--- src/rtl/core_pkg.sv ---
// Shared constants and types of the 8-bit core: instruction layout,
// opcodes, special data addresses and reset values.
// Assumes a synchronous program memory with one clock of read latency.
package core_pkg;

  localparam int unsigned PHASES = 4;
  localparam logic [1:0] PHASE_FIRST = 2'h0;
  localparam logic [1:0] PHASE_TBL_DONE = 2'h1;
  localparam logic [1:0] PHASE_FETCH = 2'h2;
  localparam logic [1:0] PHASE_LAST = 2'h3;

  // Special data addresses decoded by the core instead of the RAM
  localparam logic [7:0] PC_LOW_ADDR = 8'h02;
  localparam logic [7:0] TBLP_ADDR = 8'h03;
  localparam logic [7:0] TBLH_ADDR = 8'h04;

  localparam logic [7:0] ACC_RESET = 8'h00;
  localparam logic [7:0] TBLP_RESET = 8'h00;
  localparam logic [7:0] TBLH_RESET = 8'h00;
  localparam logic INT_EN_RESET = 1'b0;

  // Sub-operation codes: logic and rotate in the bit-index field, system ops in the low bits of m
  localparam logic [1:0] LOG_AND = 2'h0;
  localparam logic [1:0] LOG_OR = 2'h1;
  localparam logic [1:0] LOG_XOR = 2'h2;
  localparam logic [1:0] LOG_CPL = 2'h3;
  localparam logic [1:0] ROT_RR = 2'h0;
  localparam logic [1:0] ROT_RL = 2'h1;
  localparam logic [1:0] ROT_RR_CARRY = 2'h2;
  localparam logic [1:0] ROT_RL_CARRY = 2'h3;
  localparam logic [3:0] SYS_RETURN = 4'h0;
  localparam logic [3:0] SYS_INT_RETURN = 4'h1;
  localparam logic [3:0] SYS_TABRD = 4'h2;

  typedef enum logic [3:0] {
    OP_NOP = 4'h0,
    OP_MOV = 4'h1,
    OP_MOVI = 4'h2,
    OP_ADD = 4'h3,
    OP_SUB = 4'h4,
    OP_LOGIC = 4'h5,
    OP_INCDEC = 4'h6,
    OP_ROT = 4'h7,
    OP_BCLR = 4'h8,
    OP_BSET = 4'h9,
    OP_SZ = 4'ha,
    OP_SNZ = 4'hb,
    OP_SBIT = 4'hc,
    OP_JUMP = 4'hd,
    OP_CALL = 4'he,
    OP_SYS = 4'hf
  } op_t;

  // dest: 0 = accumulator, 1 = data memory; sub holds bit index or sub-op
  typedef struct packed {
    op_t op;
    logic dest;
    logic [2:0] sub;
    logic [7:0] m;
  } instr_t;

  typedef struct packed {
    logic zero;
    logic carry;
  } flags_t;

endpackage

--- src/rtl/cycle_core.sv ---
// Instruction sequencer and datapath of the 8-bit core.
// Assumes program memory returns PROG_DATA one clock after PROG_ADDR.
`timescale 1ns/1ps
module cycle_core #(
  parameter int unsigned PC_W = 12,
  parameter int unsigned STACK_DEPTH = 8
) (
  input wire logic CLK, // System clock, 200 MHz
  input wire logic RST_N, // Asynchronous reset, active low
  output logic [PC_W-1:0] PROG_ADDR, // Program memory address
  input wire logic [15:0] PROG_DATA, // Program memory word, one clock late
  output logic CYCLE_END, // Last clock of an instruction cycle
  output logic [7:0] ACC, // Accumulator
  output core_pkg::flags_t FLAGS, // Zero and carry flags
  output logic INT_EN // Global interrupt enable, set by interrupt return
);
  localparam int unsigned SP_W = $clog2(STACK_DEPTH);

  ////////////////////////////////////////////////////////////////////////////
  // State
  logic [1:0] phase_reg;
  logic [PC_W-1:0] pc_reg, pc_next;
  core_pkg::instr_t ir_reg;
  logic ir_valid_reg;
  logic tbl_pend_reg;
  logic [7:0] tbl_dest_reg, tbl_low_reg, tbl_high_reg;
  logic [7:0] acc_reg, acc_next;
  core_pkg::flags_t flags_reg, flags_next;
  logic [7:0] tblp_reg, tblh_reg;
  logic int_en_reg;
  logic [PC_W-1:0] stack_reg [0:STACK_DEPTH-1];
  logic [SP_W-1:0] sp_reg;

  ////////////////////////////////////////////////////////////////////////////
  // Decode
  logic last_clk, exec;
  logic [7:0] ram_rdata, rd_val, res;
  logic res_c, res_z_upd, res_c_upd, wr_acc, wr_mem, flow, skip_take, is_skip;
  logic push, pop, ram_we;
  logic [8:0] sum;
  logic [7:0] ram_wdata, ram_addr;
  logic [PC_W-1:0] tbl_addr;

  assign last_clk = phase_reg == core_pkg::PHASE_LAST;
  assign exec = last_clk && ir_valid_reg;
  assign tbl_addr = {pc_reg[PC_W-1:8], tblp_reg};
  // Bubble after a table read reads the table first, then refetches
  assign PROG_ADDR = (tbl_pend_reg && phase_reg < core_pkg::PHASE_FETCH) ? tbl_addr : pc_reg;
  assign ram_addr = ir_valid_reg ? ir_reg.m : tbl_dest_reg;
  function automatic logic [7:0] bit_mask(input logic [2:0] idx);
    bit_mask = 8'h01 << idx;
  endfunction
  function automatic logic is_special(input logic [7:0] a);
    is_special = (a == core_pkg::PC_LOW_ADDR) || (a == core_pkg::TBLP_ADDR) ||
                 (a == core_pkg::TBLH_ADDR);
  endfunction
  assign rd_val = (ir_reg.m == core_pkg::PC_LOW_ADDR) ? pc_reg[7:0] :
                  (ir_reg.m == core_pkg::TBLP_ADDR) ? tblp_reg :
                  (ir_reg.m == core_pkg::TBLH_ADDR) ? tblh_reg : ram_rdata;

  ////////////////////////////////////////////////////////////////////////////
  // Datapath
  always_comb begin
    res = rd_val;
    res_c = flags_reg.carry;
    res_z_upd = 1'b0;
    res_c_upd = 1'b0;
    wr_acc = 1'b0;
    wr_mem = 1'b0;
    is_skip = 1'b0;
    skip_take = 1'b0;
    push = 1'b0;
    pop = 1'b0;
    sum = 9'h000;
    case (ir_reg.op)
      core_pkg::OP_MOV: begin
        res = ir_reg.dest ? acc_reg : rd_val;
        wr_acc = !ir_reg.dest;
        wr_mem = ir_reg.dest;
      end
      core_pkg::OP_MOVI: begin
        res = ir_reg.m;
        wr_acc = 1'b1;
      end
      core_pkg::OP_ADD, core_pkg::OP_SUB: begin
        sum = (ir_reg.op == core_pkg::OP_ADD) ? {1'b0, acc_reg} + {1'b0, rd_val}
                                              : {1'b0, acc_reg} - {1'b0, rd_val};
        res = sum[7:0];
        res_c = sum[8];
        res_c_upd = 1'b1;
        res_z_upd = 1'b1;
        wr_acc = !ir_reg.dest;
        wr_mem = ir_reg.dest;
      end
      core_pkg::OP_LOGIC: begin
        case (ir_reg.sub[1:0])
          core_pkg::LOG_AND: res = acc_reg & rd_val;
          core_pkg::LOG_OR: res = acc_reg | rd_val;
          core_pkg::LOG_XOR: res = acc_reg ^ rd_val;
          default: res = ~rd_val;
        endcase
        res_z_upd = 1'b1;
        wr_acc = !ir_reg.dest;
        wr_mem = ir_reg.dest;
      end
      core_pkg::OP_INCDEC: begin
        res = ir_reg.sub[0] ? rd_val - 8'h01 : rd_val + 8'h01;
        res_z_upd = 1'b1;
        wr_acc = !ir_reg.dest;
        wr_mem = ir_reg.dest;
      end
      core_pkg::OP_ROT: begin
        case (ir_reg.sub[1:0])
          core_pkg::ROT_RR: res = {rd_val[0], rd_val[7:1]};
          core_pkg::ROT_RL: res = {rd_val[6:0], rd_val[7]};
          core_pkg::ROT_RR_CARRY: res = {flags_reg.carry, rd_val[7:1]};
          default: res = {rd_val[6:0], flags_reg.carry};
        endcase
        res_c = ir_reg.sub[0] ? rd_val[7] : rd_val[0];
        res_c_upd = ir_reg.sub[1];
        wr_acc = !ir_reg.dest;
        wr_mem = ir_reg.dest;
      end
      core_pkg::OP_BCLR, core_pkg::OP_BSET: begin
        res = (ir_reg.op == core_pkg::OP_BSET) ? (rd_val | bit_mask(ir_reg.sub))
                                               : (rd_val & ~bit_mask(ir_reg.sub));
        wr_mem = 1'b1;
      end
      core_pkg::OP_SZ, core_pkg::OP_SNZ: begin
        is_skip = 1'b1;
        skip_take = (rd_val == 8'h00) == (ir_reg.op == core_pkg::OP_SZ);
      end
      core_pkg::OP_SBIT: begin
        is_skip = 1'b1;
        skip_take = rd_val[ir_reg.sub] == ir_reg.dest;
      end
      core_pkg::OP_CALL: push = 1'b1;
      core_pkg::OP_SYS: pop = ir_reg.m[3:0] != core_pkg::SYS_TABRD && !ir_reg.dest;
      default: res = rd_val;
    endcase
  end
  // Any change of flow, a written low PC byte or a taken skip costs a bubble
  assign flow = skip_take || push || pop || ir_reg.op == core_pkg::OP_JUMP ||
                ir_reg.op == core_pkg::OP_SYS ||
                (wr_mem && ir_reg.m == core_pkg::PC_LOW_ADDR);
  always_comb begin
    pc_next = pc_reg + PC_W'(1);
    if (exec) begin
      if (ir_reg.op == core_pkg::OP_JUMP || push) begin
        pc_next = PC_W'({ir_reg.dest, ir_reg.sub, ir_reg.m});
      end else if (pop) begin
        pc_next = stack_reg[sp_reg - SP_W'(1)];
      end else if (wr_mem && ir_reg.m == core_pkg::PC_LOW_ADDR) begin
        pc_next = {pc_reg[PC_W-1:8], res};
      end else if (skip_take) begin
        pc_next = pc_reg + PC_W'(1);
      end else if (flow) begin
        pc_next = pc_reg;
      end
    end
  end
  assign acc_next = (exec && wr_acc) ? res : acc_reg;
  assign flags_next.zero = (exec && res_z_upd) ? (res == 8'h00) : flags_reg.zero;
  assign flags_next.carry = (exec && res_c_upd) ? res_c : flags_reg.carry;
  assign ram_we = last_clk && (ir_valid_reg ? (wr_mem && !is_special(ir_reg.m))
                                            : (tbl_pend_reg && !is_special(tbl_dest_reg)));
  assign ram_wdata = ir_valid_reg ? res : tbl_low_reg;
  data_ram #(.AW(8), .DW(8)) data_ram_i (
    .clk(CLK),
    .addr(ram_addr),
    .we(ram_we),
    .wdata(ram_wdata),
    .rdata(ram_rdata)
  );

  ////////////////////////////////////////////////////////////////////////////
  // Sequencer
  always_ff @(posedge CLK or negedge RST_N) begin
    if (!RST_N) begin
      phase_reg <= core_pkg::PHASE_FIRST;
    end else begin
      phase_reg <= phase_reg + 2'h1;
    end
  end
  always_ff @(posedge CLK or negedge RST_N) begin
    if (!RST_N) begin
      pc_reg <= '0;
      ir_reg <= '0;
      ir_valid_reg <= 1'b0;
      tbl_pend_reg <= 1'b0;
      tbl_dest_reg <= 8'h00;
      tbl_low_reg <= 8'h00;
      tbl_high_reg <= 8'h00;
    end else begin
      if (tbl_pend_reg && phase_reg == core_pkg::PHASE_TBL_DONE) begin
        tbl_low_reg <= PROG_DATA[7:0];
        tbl_high_reg <= PROG_DATA[15:8];
      end
      if (last_clk) begin
        pc_reg <= ir_valid_reg ? pc_next : pc_reg + PC_W'(1);
        ir_reg <= core_pkg::instr_t'(PROG_DATA);
        ir_valid_reg <= !(exec && flow);
        tbl_pend_reg <= exec && ir_reg.op == core_pkg::OP_SYS &&
                        ir_reg.dest == 1'b0 && ir_reg.sub == 3'h0 &&
                        pop == 1'b0;
        tbl_dest_reg <= ir_reg.m;
      end
    end
  end
  always_ff @(posedge CLK or negedge RST_N) begin
    if (!RST_N) begin
      acc_reg <= core_pkg::ACC_RESET;
      flags_reg <= '0;
      tblp_reg <= core_pkg::TBLP_RESET;
      tblh_reg <= core_pkg::TBLH_RESET;
      int_en_reg <= core_pkg::INT_EN_RESET;
      sp_reg <= '0;
    end else if (last_clk) begin
      acc_reg <= acc_next;
      flags_reg <= flags_next;
      if (exec && wr_mem && ir_reg.m == core_pkg::TBLP_ADDR) begin
        tblp_reg <= res;
      end
      if (!ir_valid_reg && tbl_pend_reg) begin
        tblh_reg <= tbl_high_reg;
      end else if (exec && wr_mem && ir_reg.m == core_pkg::TBLH_ADDR) begin
        tblh_reg <= res;
      end
      if (exec && pop && ir_reg.m[3:0] == core_pkg::SYS_INT_RETURN) begin
        int_en_reg <= 1'b1;
      end
      if (exec && push) begin
        sp_reg <= sp_reg + SP_W'(1);
      end else if (exec && pop) begin
        sp_reg <= sp_reg - SP_W'(1);
      end
    end
  end
  // Overflow wraps and overwrites the oldest entry, as a small core stack does
  always_ff @(posedge CLK) begin
    if (exec && push) begin
      stack_reg[sp_reg] <= pc_reg;
    end
  end
  assign CYCLE_END = last_clk;
  assign ACC = acc_reg;
  assign FLAGS = flags_reg;
  assign INT_EN = int_en_reg;

  ////////////////////////////////////////////////////////////////////////////
  // Checks
  chk_cycle_four: assert property (@(posedge CLK) disable iff (!RST_N)
    last_clk |=> !last_clk [*3] ##1 last_clk) else $error("cycle not four clocks");
  chk_flow_bubble: assert property (@(posedge CLK) disable iff (!RST_N)
    (exec && flow) |=> !ir_valid_reg [*4] ##1 ir_valid_reg) else $error("flow without bubble");
  chk_plain_one: assert property (@(posedge CLK) disable iff (!RST_N)
    (exec && !flow) |=> ir_valid_reg [*4]) else $error("one-cycle instruction stalled");
  chk_low_pc_jump: assert property (@(posedge CLK) disable iff (!RST_N)
    (exec && wr_mem && ir_reg.m == core_pkg::PC_LOW_ADDR) |=> pc_reg[7:0] == $past(res))
    else $error("low pc write not taken");
  chk_skip_over: assert property (@(posedge CLK) disable iff (!RST_N)
    (exec && skip_take) |=> pc_reg == $past(pc_reg) + PC_W'(1)) else $error("skip not taken");
  chk_add_carry: assert property (@(posedge CLK) disable iff (!RST_N)
    (exec && ir_reg.op == core_pkg::OP_ADD) |=>
    flags_reg.carry == (({1'b0, $past(acc_reg)} + {1'b0, $past(rd_val)}) > 9'h0ff))
    else $error("carry mismatch");
  chk_zero_flag: assert property (@(posedge CLK) disable iff (!RST_N)
    (exec && ir_reg.op == core_pkg::OP_LOGIC) |=> flags_reg.zero == ($past(res) == 8'h00))
    else $error("zero flag mismatch");
  chk_bit_only: assert property (@(posedge CLK) disable iff (!RST_N)
    (ram_we && ir_valid_reg && ir_reg.op == core_pkg::OP_BSET) |->
    ((ram_wdata ^ rd_val) & ~bit_mask(ir_reg.sub)) == 8'h00) else $error("bit op spill");
  chk_call_return: assert property (@(posedge CLK) disable iff (!RST_N)
    (exec && push) |=> stack_reg[sp_reg - SP_W'(1)] == $past(pc_reg))
    else $error("return address lost");
  chk_tbl_write: assert property (@(posedge CLK) disable iff (!RST_N)
    (last_clk && !ir_valid_reg && tbl_pend_reg && ram_we) |->
    {tbl_high_reg, ram_wdata} == $past(PROG_DATA, 2)) else $error("table data not written");
  cov_skip: cover property (@(posedge CLK) disable iff (!RST_N) exec && skip_take);
  cov_call: cover property (@(posedge CLK) disable iff (!RST_N) exec && push);
  cov_table: cover property (@(posedge CLK) disable iff (!RST_N) last_clk && tbl_pend_reg);
endmodule

--- src/rtl/data_ram.sv ---
// Single-port data memory with a registered read port.
// Assumes address is held stable for a clock before read data is used.
`timescale 1ns/1ps
module data_ram #(
  parameter int unsigned AW = 8,
  parameter int unsigned DW = 8
) (
  input wire logic clk, // Core clock
  input wire logic [AW-1:0] addr, // Word address
  input wire logic we, // Write strobe
  input wire logic [DW-1:0] wdata, // Write data
  output logic [DW-1:0] rdata // Registered read data
);

  logic [DW-1:0] mem [0:(1<<AW)-1];

  always_ff @(posedge clk) begin
    if (we) begin
      mem[addr] <= wdata;
    end
    rdata <= mem[addr];
  end

endmodule
--- config.mk ---
export PLATFORM = sky130hd
export DESIGN_NAME = cycle_core
export DESIGN_NICKNAME = d
export VERILOG_FILES = /design/src/rtl/core_pkg.sv /design/src/rtl/cycle_core.sv /design/src/rtl/data_ram.sv
export SDC_FILE = /design/constraint.sdc
export NUM_CORES = 2
export LEC_CHECK = 0
export ABC_CLOCK_PERIOD_IN_PS = 25100
export CAP_MARGIN = 30
export CORE_MARGIN = 2
export CORE_UTILIZATION = 50
export DETAILED_ROUTE_END_ITERATION = 10
export DONT_BUFFER_PORTS = 1
export PLACE_DENSITY = 0.62
export REMOVE_ABC_BUFFERS = 1
export SETUP_SLACK_MARGIN = 0.15
export SLEW_MARGIN = 0
export SYNTH_ARGS = -nofsm -noshare
export SYNTH_HDL_FRONTEND = slang
export SYNTH_SLANG_ARGS = --single-unit
--- constraint.sdc ---
create_clock -name CLK -period 25.1 [get_ports CLK]
set_clock_uncertainty 0.1 [all_clocks]
set_input_delay 1.255 -clock CLK [delete_from_list [all_inputs] [get_ports CLK]]
set_output_delay 1.255 -clock CLK [all_outputs]
set_load 0.02 [all_outputs]
==> results_dict.tcl <==
set metrics [dict create \
    dieArea_mm2 0.185 \
    cts_root_buf "clkbuf_16" \
    critPathArrivalTime_ns 7.43 \
    status "finished, final reports clean" \
    crit_path_end "data_ram_i.mem[19][5]$_DFFE_PP_" \
    dp_slack_ns 17.55 \
    area_delta_synth_final_pct 11.7 \
    vias 47800 \
    dieWidth_um 430 \
    gp_congestion 0.900 \
    ys_types 86 \
    p_per_area_mw_per_mm2 91.2 \
    drc 0 \
    p_seq_frac 0.490 \
    r2r_cells 17 \
    fmax_mhz 144 \
    ys_seq_area_frac 0.737 \
    clockBufferDepth 3 \
    cp_cell_sequence "nor4_2 -> o21ai_0 -> a22o_1 -> ha_1 -> nand2_1 -> o21ai_0 -> ha_1 -> a21o_1 -> a21oi_1 -> o21ai_0 -> nor2_1 -> xor2_1 -> nor2_1 -> o32a_1 -> mux2_8 -> buf_4 -> buf_4" \
    dr.pass1.iters 6 \
    timing.setup.tns_ns 0 \
    drt_iter0_drc 5666 \
    slew_violations 0 \
    swShare 0.265 \
    drive_above_1_share 0.208 \
    cp.required_ns 25.57 \
    p_comb_frac 0.149 \
    holdBufCountCts 1 \
    slowest_delay_ns 0.92 \
    cts_sinks 2238 \
    critPathMostFrequentCell "o21ai_0" \
    synth_adder_area_share 0.00514 \
    start_util 0.502 \
    synth_top_family_by_area "multiplexers" \
    syn_inst 5027 \
    synthMuxAreaShare 0.146 \
    layout_setup_ws_ns 18.15 \
    p_int_w 0.00678 \
    hold_class "in2async" \
    postSynthAreaPerCell_um2 18.0 \
    maxSlewHeadroom 0.194 \
    synthTopCellsByArea "edfxtp_1, mux4_2, nand2_1" \
    fin_crit_sh 0.277 \
    largest_reg_flops 2048 \
    place_area_mm2 0.0936 \
    port-buffer-count 0 \
    yosys.area.top_type "edfxtp_1" \
    grt_pass1_wl_mm 336 \
    ioPinCount 42 \
    synth_compound_area_frac 0.0319 \
    synth_warnings 0 \
    rr_startpoint "ir_reg[6]$_DFFE_PN0P_" \
    synthSimpleGateAreaFrac 0.0616 \
    insertion_delay_ns 0.88 \
    vdd_drop_max_mv 0.0742 \
    reg2reg_setup_slack_ns 18.15 \
    rsz0062_at_grt "false" \
    crit_family "compound AO/OA/AOI/OAI gates" \
    grt_max_degree 225 \
    r2r-end "data_ram_i.mem[19][5]$_DFFE_PP_" \
    clockPowerShare 0.361 \
    clkTransAtPathRegs_ns 0.07 \
    ctsResizeCount 0 \
    crit_fanout 113 \
    overflow 0 \
    finalHoldViolCount 0 \
    power_switching_w 0.00244 \
    syn_area_mm2 0.0905 \
    critical_path_class "reg2reg" \
    final_area_mm2 0.101 \
    endpoint_kind "flip-flop" \
    ant_nets 0 \
    cts-buffers-inserted 222 \
    vias_per_cell 6.24 \
    core_mm2 0.180 \
    final_cell_mix "edfxtp_1, nand2_1, mux4_2" \
    die_y_um 430 \
    cpMaxStageDelayCell "nor4_2" \
    ys_ff_latch 2238 \
    tightestPinTransition_ns 1.21 \
    period_needed_ns 6.95 \
    cts_setup_buffers 0 \
    grt_pass1_vias 47700 \
    whs_ns 0.207 \
    final_common_cell "edfxtp_1" \
    synth_top_area_frac 0.711 \
    async_flop_share 0.0384 \
    startpoint "ir_reg[6]$_DFFE_PN0P_" \
    synthXorXnorAreaFrac 0.00271 \
    nets 5153 \
    antenna_found_initial 4 \
    crit_path_start_kind "flip-flop" \
    drt-wirelength-per-cell_um 29.9 \
    rows 156 \
    path_depth 17 \
    total_power_w 0.00922 \
    cp.buffers_inverters 2 \
    synth_flop_cell "edfxtp_1" \
    synth_edf_count 2144 \
    htree_levels 4 \
    setup_viol_count_final 0 \
    drt-total-wl_mm 229 \
    cts_tree "yes" \
    maxCapViolCount 0 \
    gr-usage-all-layers 0.250 \
    p_leak_nw 32.3 \
    hpwl_mm 137 \
]
-- kinds of logic (layout without fill, tap and decap cells) --
| logic type | after synthesis | after routing |
|---|---|---|
| multiplexers | 640 | 640 |
| AND/OR/NAND/NOR | 1311 | 1311 |
| XOR/XNOR | 28 | 28 |
| buffers and inverters | 348 | 585 |
| AO/OA/AOI/OAI | 425 | 425 |
| other | 1 | 29 |
| adder cells (fa/ha/maj) | 36 | 36 |
| flip-flops | 2238 | 2238 |
-- layout make-up --
class                           instances  area [µm²]
Clock buffer                          266        5730
Sequential cell                      2238       66700
Inverter                               37         141
Timing Repair Buffer                  136        1240
Clock inverter                        146        1550
Fill cell                           13800       79300
Multi-Input combinational cell       2464       22800
Antenna cell                            5        12.5
Tap cell                             2370        2970
-- through the flow --
stage | std cells | util
after floorplan | 4739 | -
after global placement | 7230 | 0.519
after detailed placement | 7238 | 0.519
after CTS | 7651 | 0.560
after global routing | 7659 | 0.561
final | 7662 | 0.561
-- Yosys cell counts, types with 36 or more instances --
library cell,n
nor2_1,348
buf_1,60
clkbuf_1,165
mux2_2,71
edfxtp_1,2144
o22ai_1,42
nor3_1,36
dfrtp_1,86
nand3_1,134
mux4_2,537
nand2_1,640
and3_1,53
a21oi_1,112
a311oi_1,44
o21ai_0,79
buf_2,74
-- worst min-delay path by stage --
stage	start	end	slack, ns	depth (start not counted)
final	RST_N	ACC[2]$_DFFE_PN0P_	0.21	1
after global routing	RST_N	pc_reg[5]$_DFFE_PN0P_	0.21	1
after CTS	RST_N	phase_reg[0]$_DFF_PN0_	0.17	1
after detailed placement	phase_reg[0]$_DFF_PN0_	phase_reg[0]$_DFF_PN0_	0.37	1
after global placement	phase_reg[0]$_DFF_PN0_	phase_reg[0]$_DFF_PN0_	0.35	1
after floorplan	phase_reg[0]$_DFF_PN0_	phase_reg[0]$_DFF_PN0_	0.33	1
-- power groups by stage --
| stage | Clock, W | Sequential [W] | Combinational (W) |
|---|---|---|---|
| floorplan | 0 | 0.00467 | 0.000979 |
| global route | 0.00352 | 0.00452 | 0.00148 |
| CTS | 0.00337 | 0.00452 | 0.00137 |
| detailed placement | 0 | 0.00460 | 0.00137 |
| global placement | 0 | 0.00460 | 0.00134 |
| finish | 0.00333 | 0.00452 | 0.00138 |
-- layer usage --
metal,vias up,global-route usage,wire (µm)
li1,20200,-,-
met1,25200,0.361,94700
met2,2017,0.392,110000
met3,341,0.0463,18400
met4,2,0.0733,6180
met5,-,0,14
(Power assumes the default switching activity.)
